`src/core/flash_cmd_pkg.sv`:
```
// constants for the flash command interpreter: opcodes, table header, fields
// assumes nothing beyond a SystemVerilog compiler
package flash_cmd_pkg;

    // opcodes
    localparam logic [7:0] RESUME_CMD = 8'h30;
    localparam logic [7:0] NULL_CMD = 8'h00;
    localparam logic [7:0] RESET_ARM_CMD = 8'h66;
    localparam logic [7:0] RESET_CMD = 8'h99;
    localparam logic [7:0] PARAM_TABLE_READ_CMD = 8'h5A;
    localparam logic [7:0] WRITE_ENABLE_CMD = 8'h06;

    // frame shape
    localparam logic [3:0] BITS_PER_BYTE = 4'h8;
    localparam logic [3:0] SPI_STEP = 4'h1;
    localparam logic [3:0] QPI_STEP = 4'h4;
    localparam logic [1:0] ADDR_BYTES = 2'h3;
    localparam logic [3:0] SPI_OUT_REST = 4'h7;
    localparam logic [3:0] QPI_OUT_REST = 4'h1;
    localparam logic [3:0] SPI_OE = 4'h2;
    localparam logic [3:0] QPI_OE = 4'hF;

    // security register field positions
    localparam int PROG_SUSP_BIT = 2;
    localparam int ERASE_SUSP_BIT = 3;

    // maker id byte of the second header; value is arbitrary
    localparam logic [7:0] MAKER_ID = 8'h5D;
    localparam logic [7:0] UNUSED_BYTE = 8'hFF;
    localparam int HDR_BYTES = 32;

    // header area, byte n at [8n+:8]
    localparam logic [255:0] HDR_AREA = {
        8'hFF, 8'h00, 8'h00, 8'hC0, 8'h02, 8'h01, 8'h00, 8'h84,
        8'hFF, 8'h00, 8'h01, 8'h10, 8'h04, 8'h01, 8'h00, MAKER_ID,
        8'hFF, 8'h00, 8'h00, 8'h30, 8'h10, 8'h01, 8'h06, 8'h00,
        8'hFF, 8'h02, 8'h01, 8'h06, 8'h50, 8'h44, 8'h46, 8'h53
    };

    typedef enum logic [2:0] {
        ST_OPCODE,
        ST_ADDR,
        ST_DUMMY,
        ST_DATA,
        ST_HOLD
    } link_state_t;

endpackage

```
`src/core/link_sampler.sv`:
```
// two-flop synchroniser for the link pins plus edge finder for clock and select
// assumes pins are asynchronous to clk and the link clock is well below clk/4
`timescale 1ns/1ps
module link_sampler (
    input wire logic clk,
    input wire logic sys_rst,
    input wire logic cs_n_pin,
    input wire logic sclk_pin,
    input wire logic [3:0] io_in,
    output logic cs_n_s,
    output logic cs_rise,
    output logic sclk_rise,
    output logic sclk_fall,
    output logic [3:0] io_s
);
    logic [5:0] meta_ff;
    logic [5:0] sync_ff;
    logic sclk_d_ff;
    logic cs_n_d_ff;

    // first stage feeds only the second
    always_ff @(posedge clk) begin
        if (sys_rst) begin
            meta_ff <= 6'h01;
            sync_ff <= 6'h01;
        end else begin
            meta_ff <= {io_in, sclk_pin, cs_n_pin};
            sync_ff <= meta_ff;
        end
    end

    always_ff @(posedge clk) begin
        if (sys_rst) begin
            sclk_d_ff <= 1'b0;
            cs_n_d_ff <= 1'b1;
        end else begin
            sclk_d_ff <= sync_ff[1];
            cs_n_d_ff <= sync_ff[0];
        end
    end

    assign cs_n_s = sync_ff[0];
    assign io_s = sync_ff[5:2];
    assign sclk_rise = sync_ff[1] & ~sclk_d_ff;
    assign sclk_fall = ~sync_ff[1] & sclk_d_ff;
    assign cs_rise = sync_ff[0] & ~cs_n_d_ff;
endmodule

```
`src/core/param_table_rom.sv`:
```
// parameter table header area; bytes past the header read as unused
// assumes a byte address from the command core
`timescale 1ns/1ps
module param_table_rom
    import flash_cmd_pkg::*;
(
    input wire logic [23:0] rd_addr,
    output logic [7:0] rd_byte
);
    logic [7:0] entry [HDR_BYTES];

    // one table entry per byte
    genvar gi;
    generate
        for (gi = 0; gi < HDR_BYTES; gi++) begin : g_entry
            assign entry[gi] = HDR_AREA[8*gi +: 8];
        end
    endgenerate

    always_comb begin
        if (rd_addr < 24'(HDR_BYTES)) begin
            rd_byte = entry[rd_addr[4:0]];
        end else begin
            rd_byte = UNUSED_BYTE;
        end
    end
endmodule

```
`src/core/flash_cmd_core.sv`:
```
// command interpreter for resume, null, software reset and parameter table read
// assumes host link pins asynchronous to clk; suspend and write-done come from the array engine
//
// Contract
// - resume opcode continues op, clears suspend flags
// - clear whichever suspend flag was set
// - busy held after resume until write done
// - resume needs no write enable
// - resume ignored while performance mode active
// - null only cancels reset arming
// - opcode 8 clocks SPI, 2 clocks QPI
// - software reset restores power-on defaults
// - reset only straight after reset arm
// - reset aborts ongoing program or erase
// - table read: opcode, 3 address, 1 dummy
// - select high ends read, releases output
// - revision bytes and unused byte 07h
// - header count byte is 02h
// - first header: standard table fields
// - second header: maker table fields
// - third header: four-byte address table
// - suspend flags at security bits 2,3
`timescale 1ns/1ps
module flash_cmd_core
    import flash_cmd_pkg::*;
(
    input wire logic clk,
    input wire logic sys_rst,
    input wire logic cs_n_pin,
    input wire logic sclk_pin,
    input wire logic [3:0] io_in,
    output logic [3:0] io_out,
    output logic [3:0] io_oe,
    input wire logic qpi_mode,
    input wire logic perf_enhance_mode,
    input wire logic program_suspend_req,
    input wire logic erase_suspend_req,
    input wire logic op_in_progress,
    input wire logic write_done,
    output logic [7:0] security_reg,
    output logic busy,
    output logic resume_pulse,
    output logic soft_reset_pulse,
    output logic abort_pulse,
    output logic reset_armed
);
    logic cs_n_s;
    logic cs_rise;
    logic sclk_rise;
    logic sclk_fall;
    logic [3:0] io_s;
    logic [7:0] rom_byte;

    link_state_t state_ff;
    logic [3:0] bit_cnt_ff;
    logic [1:0] byte_cnt_ff;
    logic [7:0] sh_ff;
    logic [7:0] cmd_ff;
    logic extra_ff;
    logic [23:0] addr_ff;
    logic [7:0] out_sh_ff;
    logic [3:0] out_cnt_ff;
    logic [3:0] io_out_ff;
    logic [3:0] io_oe_ff;
    logic arm_ff;
    logic program_suspended_flag_ff;
    logic erase_suspended_flag_ff;
    logic busy_ff;
    logic resume_ff;
    logic soft_reset_ff;
    logic abort_ff;

    logic [3:0] step;
    logic [3:0] nxt_bits;
    logic [7:0] nxt_sh;
    logic byte_done;
    logic take_bit;
    logic opcode_done;
    logic exact_end;
    logic exec_resume;
    logic exec_reset;
    logic exec_null;
    logic load_byte;

    link_sampler u_sampler (
        .clk(clk),
        .sys_rst(sys_rst),
        .cs_n_pin(cs_n_pin),
        .sclk_pin(sclk_pin),
        .io_in(io_in),
        .cs_n_s(cs_n_s),
        .cs_rise(cs_rise),
        .sclk_rise(sclk_rise),
        .sclk_fall(sclk_fall),
        .io_s(io_s)
    );

    param_table_rom u_rom (
        .rd_addr(addr_ff),
        .rd_byte(rom_byte)
    );

    always_comb begin
        step = qpi_mode ? QPI_STEP : SPI_STEP;
        nxt_bits = bit_cnt_ff + step;
        if (qpi_mode) begin
            nxt_sh = {sh_ff[3:0], io_s};
        end else begin
            nxt_sh = {sh_ff[6:0], io_s[0]};
        end
        take_bit = sclk_rise & ~cs_n_s;
        byte_done = take_bit & (nxt_bits == BITS_PER_BYTE);
        opcode_done = byte_done & (state_ff == ST_OPCODE);
    end

    // frame ended exactly on the opcode byte boundary
    assign exact_end = cs_rise & (state_ff == ST_HOLD) & (bit_cnt_ff == 4'h0) & ~extra_ff;
    assign exec_resume = exact_end & (cmd_ff == RESUME_CMD) & ~perf_enhance_mode
        & (program_suspended_flag_ff | erase_suspended_flag_ff);
    assign exec_reset = exact_end & (cmd_ff == RESET_CMD) & arm_ff;
    assign exec_null = exact_end & (cmd_ff == NULL_CMD);
    assign load_byte = sclk_fall & ~cs_n_s & (state_ff == ST_DATA) & (out_cnt_ff == 4'h0);

    // link framing: opcode, address, dummy, data
    always_ff @(posedge clk) begin
        if (sys_rst || cs_n_s) begin
            state_ff <= ST_OPCODE;
            bit_cnt_ff <= 4'h0;
            byte_cnt_ff <= 2'h0;
            sh_ff <= 8'h00;
            extra_ff <= 1'b0;
            if (sys_rst) begin
                cmd_ff <= 8'h00;
                addr_ff <= 24'h000000;
            end
        end else begin
            if (take_bit) begin
                sh_ff <= nxt_sh;
                bit_cnt_ff <= byte_done ? 4'h0 : nxt_bits;
            end
            // address steps as each byte is loaded into the output shifter
            if (load_byte) begin
                addr_ff <= addr_ff + 24'h000001;
            end
            case (state_ff)
                ST_OPCODE: begin
                    if (byte_done) begin
                        cmd_ff <= nxt_sh;
                        byte_cnt_ff <= 2'h0;
                        state_ff <= (nxt_sh == PARAM_TABLE_READ_CMD) ? ST_ADDR : ST_HOLD;
                    end
                end
                ST_ADDR: begin
                    if (byte_done) begin
                        addr_ff <= {addr_ff[15:0], nxt_sh};
                        byte_cnt_ff <= byte_cnt_ff + 2'h1;
                        if (byte_cnt_ff == ADDR_BYTES - 2'h1) begin
                            state_ff <= ST_DUMMY;
                        end
                    end
                end
                ST_DUMMY: begin
                    if (byte_done) begin
                        state_ff <= ST_DATA;
                    end
                end
                ST_HOLD: begin
                    if (take_bit) begin
                        extra_ff <= 1'b1;
                    end
                end
                ST_DATA: begin
                end
                default: begin
                    state_ff <= ST_OPCODE;
                end
            endcase
        end
    end

    // output shifter, new bits on falling link clock
    always_ff @(posedge clk) begin
        if (sys_rst || cs_n_s) begin
            out_sh_ff <= 8'h00;
            out_cnt_ff <= 4'h0;
            io_out_ff <= 4'h0;
            io_oe_ff <= 4'h0;
        end else if (sclk_fall && state_ff == ST_DATA) begin
            io_oe_ff <= qpi_mode ? QPI_OE : SPI_OE;
            if (out_cnt_ff == 4'h0) begin
                out_cnt_ff <= qpi_mode ? QPI_OUT_REST : SPI_OUT_REST;
                if (qpi_mode) begin
                    io_out_ff <= rom_byte[7:4];
                    out_sh_ff <= {rom_byte[3:0], 4'h0};
                end else begin
                    io_out_ff <= {2'h0, rom_byte[7], 1'b0};
                    out_sh_ff <= {rom_byte[6:0], 1'b0};
                end
            end else begin
                out_cnt_ff <= out_cnt_ff - 4'h1;
                if (qpi_mode) begin
                    io_out_ff <= out_sh_ff[7:4];
                    out_sh_ff <= {out_sh_ff[3:0], 4'h0};
                end else begin
                    io_out_ff <= {2'h0, out_sh_ff[7], 1'b0};
                    out_sh_ff <= {out_sh_ff[6:0], 1'b0};
                end
            end
        end
    end

    // reset arming
    always_ff @(posedge clk) begin
        if (sys_rst || exec_reset) begin
            arm_ff <= 1'b0;
        end else if (opcode_done && nxt_sh != RESET_ARM_CMD && nxt_sh != RESET_CMD) begin
            arm_ff <= 1'b0;
        end else if (exact_end) begin
            arm_ff <= (cmd_ff == RESET_ARM_CMD) ? 1'b1 : ((cmd_ff == RESET_CMD) ? 1'b0 : arm_ff);
        end
    end

    // suspend flags, a suspend set wins over a clear
    always_ff @(posedge clk) begin
        if (sys_rst) begin
            program_suspended_flag_ff <= 1'b0;
            erase_suspended_flag_ff <= 1'b0;
        end else begin
            if (program_suspend_req) begin
                program_suspended_flag_ff <= 1'b1;
            end else if (exec_resume || exec_reset) begin
                program_suspended_flag_ff <= 1'b0;
            end
            if (erase_suspend_req) begin
                erase_suspended_flag_ff <= 1'b1;
            end else if (exec_resume || exec_reset) begin
                erase_suspended_flag_ff <= 1'b0;
            end
        end
    end

    // busy after resume, resume set wins over done
    always_ff @(posedge clk) begin
        if (sys_rst || exec_reset) begin
            busy_ff <= 1'b0;
        end else if (exec_resume) begin
            busy_ff <= 1'b1;
        end else if (write_done) begin
            busy_ff <= 1'b0;
        end
    end

    // event pulses to the array engine
    always_ff @(posedge clk) begin
        if (sys_rst) begin
            resume_ff <= 1'b0;
            soft_reset_ff <= 1'b0;
            abort_ff <= 1'b0;
        end else begin
            resume_ff <= exec_resume;
            soft_reset_ff <= exec_reset;
            abort_ff <= exec_reset & op_in_progress;
        end
    end

    assign io_out = io_out_ff;
    assign io_oe = io_oe_ff;
    always_comb begin
        security_reg = 8'h00;
        security_reg[PROG_SUSP_BIT] = program_suspended_flag_ff;
        security_reg[ERASE_SUSP_BIT] = erase_suspended_flag_ff;
    end
    assign busy = busy_ff;
    assign resume_pulse = resume_ff;
    assign soft_reset_pulse = soft_reset_ff;
    assign abort_pulse = abort_ff;
    assign reset_armed = arm_ff;

    // opcodes seen since the last complete arm frame, saturating
    logic [1:0] ops_since_arm_ff;

    always_ff @(posedge clk) begin
        if (sys_rst) begin
            ops_since_arm_ff <= 2'h3;
        end else if (exact_end && cmd_ff == RESET_ARM_CMD) begin
            ops_since_arm_ff <= 2'h0;
        end else if (opcode_done && ops_since_arm_ff != 2'h3) begin
            ops_since_arm_ff <= ops_since_arm_ff + 2'h1;
        end
    end
endmodule

```
`config.mk`:
```
export PLATFORM = sky130hd
export DESIGN_NAME = flash_cmd_core
export DESIGN_NICKNAME = d
export VERILOG_FILES = /design/src/core/flash_cmd_pkg.sv /design/src/core/link_sampler.sv /design/src/core/param_table_rom.sv /design/src/core/flash_cmd_core.sv
export SDC_FILE = /design/constraint.sdc
export NUM_CORES = 1
export LEC_CHECK = 0
export BUFFER_PORTS_ARGS = -buffer_cell sky130_fd_sc_hd__buf_2
export CORE_UTILIZATION = 29
export CTS_CLUSTER_DIAMETER = 30
export DETAILED_ROUTE_END_ITERATION = 16
export PLACE_DENSITY = 0.46
export SYNTH_ARGS = -nofsm -noshare
export SYNTH_HDL_FRONTEND = slang
export SYNTH_HIERARCHICAL = 1
export SYNTH_SLANG_ARGS = --single-unit
```
`constraint.sdc`:
```
create_clock -name clk -period 7.8 [get_ports clk]
set_input_delay 0.39 -clock clk [delete_from_list [all_inputs] [get_ports clk]]
set_output_delay 0.39 -clock clk [all_outputs]
set_load 0.01 [all_outputs]
```
==> impl_results.md <==
- Status: completed
- # setup viols final: 0
- Longest Clk Path Bufs: 2
- Worst VDD drop: 0.0001217 V
- Hpwl dp: 8183 um
- Number of iterations in the first detailed-routing pass: 4
- CTS tree: yes
- Synthesized instance count: 533
- Final Cell Area: 5339 um2
- Routed wire length: 11800 um
- #FFs+latches synth: 87
- Slew HR: 0.2578
- Detailed Route Iter0 Violations: 166
- Die Span X: 130.9 um
- Max Cap Viol: 0
- Post-synthesis sequential area ratio: 0.4283
- Clock slew at reported path FFs: 70 ps
- Die H: roughly 130 um
- ANT cells: 0
- Area Growth Syn to Fin: 10.89%
- R2R Setup Slk: between 4000 and 5000 ps
- Synth Cell Area: 4815 um2
- Worst setup startpoint: qpi_mode
- Crit Path Class: primary input to register
- Endpoints failing hold: 0
- Min Tclk post-route: between 3000 and 4000 ps
- Wire per inst: ~16 um
- Slew at the pin closest to its max-slew limit: 1111 ps
- Crit share post-route: 0.4313
- Total routing usage reported by global routing: 0.1479
- Yosys cell types: 64
- WHS Path Cells: 2
- Num ports: 35
- Reg2Reg Depth: 6
- Clock net sink count: 87
- H-tree lvl count: 3
- Area occupied by multi-input gates: 2462 um2
- Hold Crit Class: primary input to register
- Share of layout cells above drive strength 1: 0.1113
- Crit path max fanout: 25
- Ys flop type: dfxtp_1
- Detailed-route via count: around 3800
- Register area: roughly 2100 um2
- Core Rows: 46
- Synth warnings: 6
- Setup crit end: addr_ff[7]$_SDFFCE_PP0P_
- Gpl congestion: between 0.7 and 0.8
- Starting Density: 0.2998
- Leak: approximately 1.8 nW
- GRT overflow: 0
- Post CTS Setup Buffer Count: 0
- Highest Clock Rate: roughly 0.30 GHz
- CTS resizes: 0
- Required time worst endpoint: 7880 ps
- Largest net degree at the start of global routing: 45
- Fillers: 1690
- Vias in the first global route: 3702
- Nets: ~560
- Worst R2R End: addr_ff[20]$_SDFFCE_PP0P_
- EDFF count, synth: 32
- # port buffers: 28
- Vias per cell: 4.993
- Worst clock skew: 11.23 ps
- Die area: 17120 um2
- Worst skew pair latency: roughly 350 ps
- Total negative slack: 0 ps
- CTS buffer count: 9
- Dpl cell area: about 5000 um2
- Worst setup SP type: primary input
- Hold-fix buffers, CTS: 0
- Mean Syn Cell Area: 9.033 um2
- FFs w/ async S/R, synth: 0
- Core area: 16060 um2
- Initial antenna violation count: 0
- Clock Tree Root: clkbuf_16
- Power Dens Cells: 190.1 nW/um2
- First-pass GRT wire length: between 15000 and 20000 um
- Drc violations: 0
- RSZ-0062 raised after global routing: false
- Routed Antenna Nets: 0
- Arrival @ worst endpoint: 3440 ps
- Reg-to-Reg Start: u_sampler/sclk_d_ff$_SDFF_PP0_
- Critical Path End Type: register
- Pins over their slew limit: 0
-- layout by cell type, fill, tap and decap left out, drive strengths merged, types with 4 or more instances in the layout --
master  instances
dfxtp          55
nand2          45
a21oi          45
nor2           45
edfxtp         32
o21ai          31
buf            31
nand3          23
mux2i          19
nor4           18
nor2b          17
inv            17
xnor2          16
nand4          13
clkbuf         12
nor3           11
ha             11
xor2           10
a211oi         10
conb            6
and2            5
a21o            5
o211ai          5
or2             4
-- logic make-up (layout without fill, tap and decap cells) --
kind of cell,after synthesis,after routing,share of synthesized area
XOR/XNOR,26,26,0.04730
other,1,6,0.0007789
flip-flops,87,87,0.4283
AO/OA/AOI/OAI,113,113,0.1396
buffers and inverters,63,64,0.06419
adder cells (fa/ha/maj),11,11,0.02859
AND/OR/NAND/NOR,211,211,0.2448
multiplexers,21,21,0.04652
-- worst max-delay path: stages --
cell      delay (ps)
buf_2            400
clkinv_1         360
ha_1             310
ha_1             190
xor2_1           190
nor4b_2          420
nand3_1          680
o21ai_0          430
a21oi_1           60
-- synthesized netlist by cell type, types with 2 or more instances --
cell | n | area, um2
nor4_4 | 3 | 63.81
xnor2_1 | 16 | 140.1
nand4b_1 | 3 | 26.28
a211oi_1 | 10 | 75.07
and3_1 | 3 | 18.77
or4_1 | 2 | 15.01
ha_1 | 11 | 137.6
or3_1 | 2 | 12.51
nor2_1 | 45 | 168.9
nor3b_1 | 3 | 22.52
o211ai_1 | 5 | 37.54
a21oi_1 | 45 | 225.2
mux2i_1 | 19 | 190.2
nor4_2 | 4 | 50.05
nand2_1 | 45 | 168.9
or2_1 | 3 | 18.77
nand3b_1 | 2 | 15.01
xor2_1 | 10 | 87.58
dfxtp_1 | 55 | 1101
o21ai_0 | 29 | 145.1
clkbuf_1 | 25 | 93.84
buf_4 | 14 | 105.1
inv_1 | 16 | 60.06
a21o_1 | 5 | 37.54
nor2b_1 | 17 | 106.4
nand2b_1 | 2 | 12.51
buf_2 | 4 | 20.02
nor4_1 | 11 | 68.82
o21ai_1 | 2 | 10.01
nor3_1 | 11 | 55.05
nand3_1 | 23 | 115.1
nand4_1 | 13 | 81.33
and4_1 | 3 | 26.28
a22o_1 | 2 | 17.52
and2b_1 | 3 | 22.52
a31oi_1 | 3 | 18.77
and2_1 | 5 | 31.28
buf_6 | 2 | 22.52
edfxtp_1 | 32 | 960.9
-- how the worst min path moves through the flow --
stage	start	to	slack (ps)
floorplan	u_sampler/meta_ff[0]$_SDFF_PP1_	u_sampler/sync_ff[0]$_SDFF_PP1_	380
detailed placement	u_sampler/meta_ff[0]$_SDFF_PP1_	u_sampler/sync_ff[0]$_SDFF_PP1_	410
finish	cs_n_pin	u_sampler/meta_ff[0]$_SDFF_PP1_	220
CTS	cs_n_pin	u_sampler/meta_ff[0]$_SDFF_PP1_	210
global route	cs_n_pin	u_sampler/meta_ff[0]$_SDFF_PP1_	210
global placement	u_sampler/meta_ff[0]$_SDFF_PP1_	u_sampler/sync_ff[0]$_SDFF_PP1_	390
-- where the power goes --
| part | total [mW] | internal, mW | switching, mW | leakage (nW) |
|---|---|---|---|---|
| Clock | 0.460 | 0.277 | 0.183 | 0.158 |
| Combinational | 0.0539 | 0.0219 | 0.0319 | 0.907 |
| Sequential | 0.502 | 0.483 | 0.0183 | 0.781 |
-- metal layers --
metal	up-vias	track usage	part of all wire
met2	50	0.2428	0.46
met5	-	0	0
met1	1810	0.1922	0.50
met3	8	0.03868	0.029
met4	0	0.03854	0.010
li1	1902	-	-
-- layout make-up --
| cell class | count | share of cell area |
|---|---|---|
| clock buffers | 12 | 0.05015 |
| repair buffers | 31 | 0.03047 |
| inverters | 17 | 0.01195 |
| flip-flops and latches | 87 | 0.3862 |
| clock inverters | 4 | 0.009374 |
| multi-input cells | 388 | 0.4612 |
| well taps | 216 | 0.05062 |
-- stage by stage --
stage | util | setup slack, ps | instances | power, mW | hold slack [ps]
detailed placement | 0.3127 | 4039 | 739 | 0.5658 | 410.4
global route | 0.3325 | 4061 | 755 | 1.057 | 208.8
finish | 0.3325 | 4436 | 755 | 1.015 | 215.8
floorplan | - | 4319 | 538 | 0.5512 | 383.2
CTS | 0.3325 | 4432 | 755 | 1.030 | 208.4
global placement | 0.3127 | 4212 | 739 | 0.5643 | 394.1
-- flip-flops by register name, summed over array words and instances (netlist names), 2 cells and up --
register / count
io_oe: 2
bit_cnt_ff: 4
out_cnt_ff: 4
io_out: 4
state_ff: 3
out_sh_ff: 7
u_sampler/sync_ff: 6
byte_cnt_ff: 2
u_sampler/meta_ff: 6
sh_ff: 7
addr_ff: 24
cmd_ff: 8
Note: power is estimated with default switching activity, not from simulation.
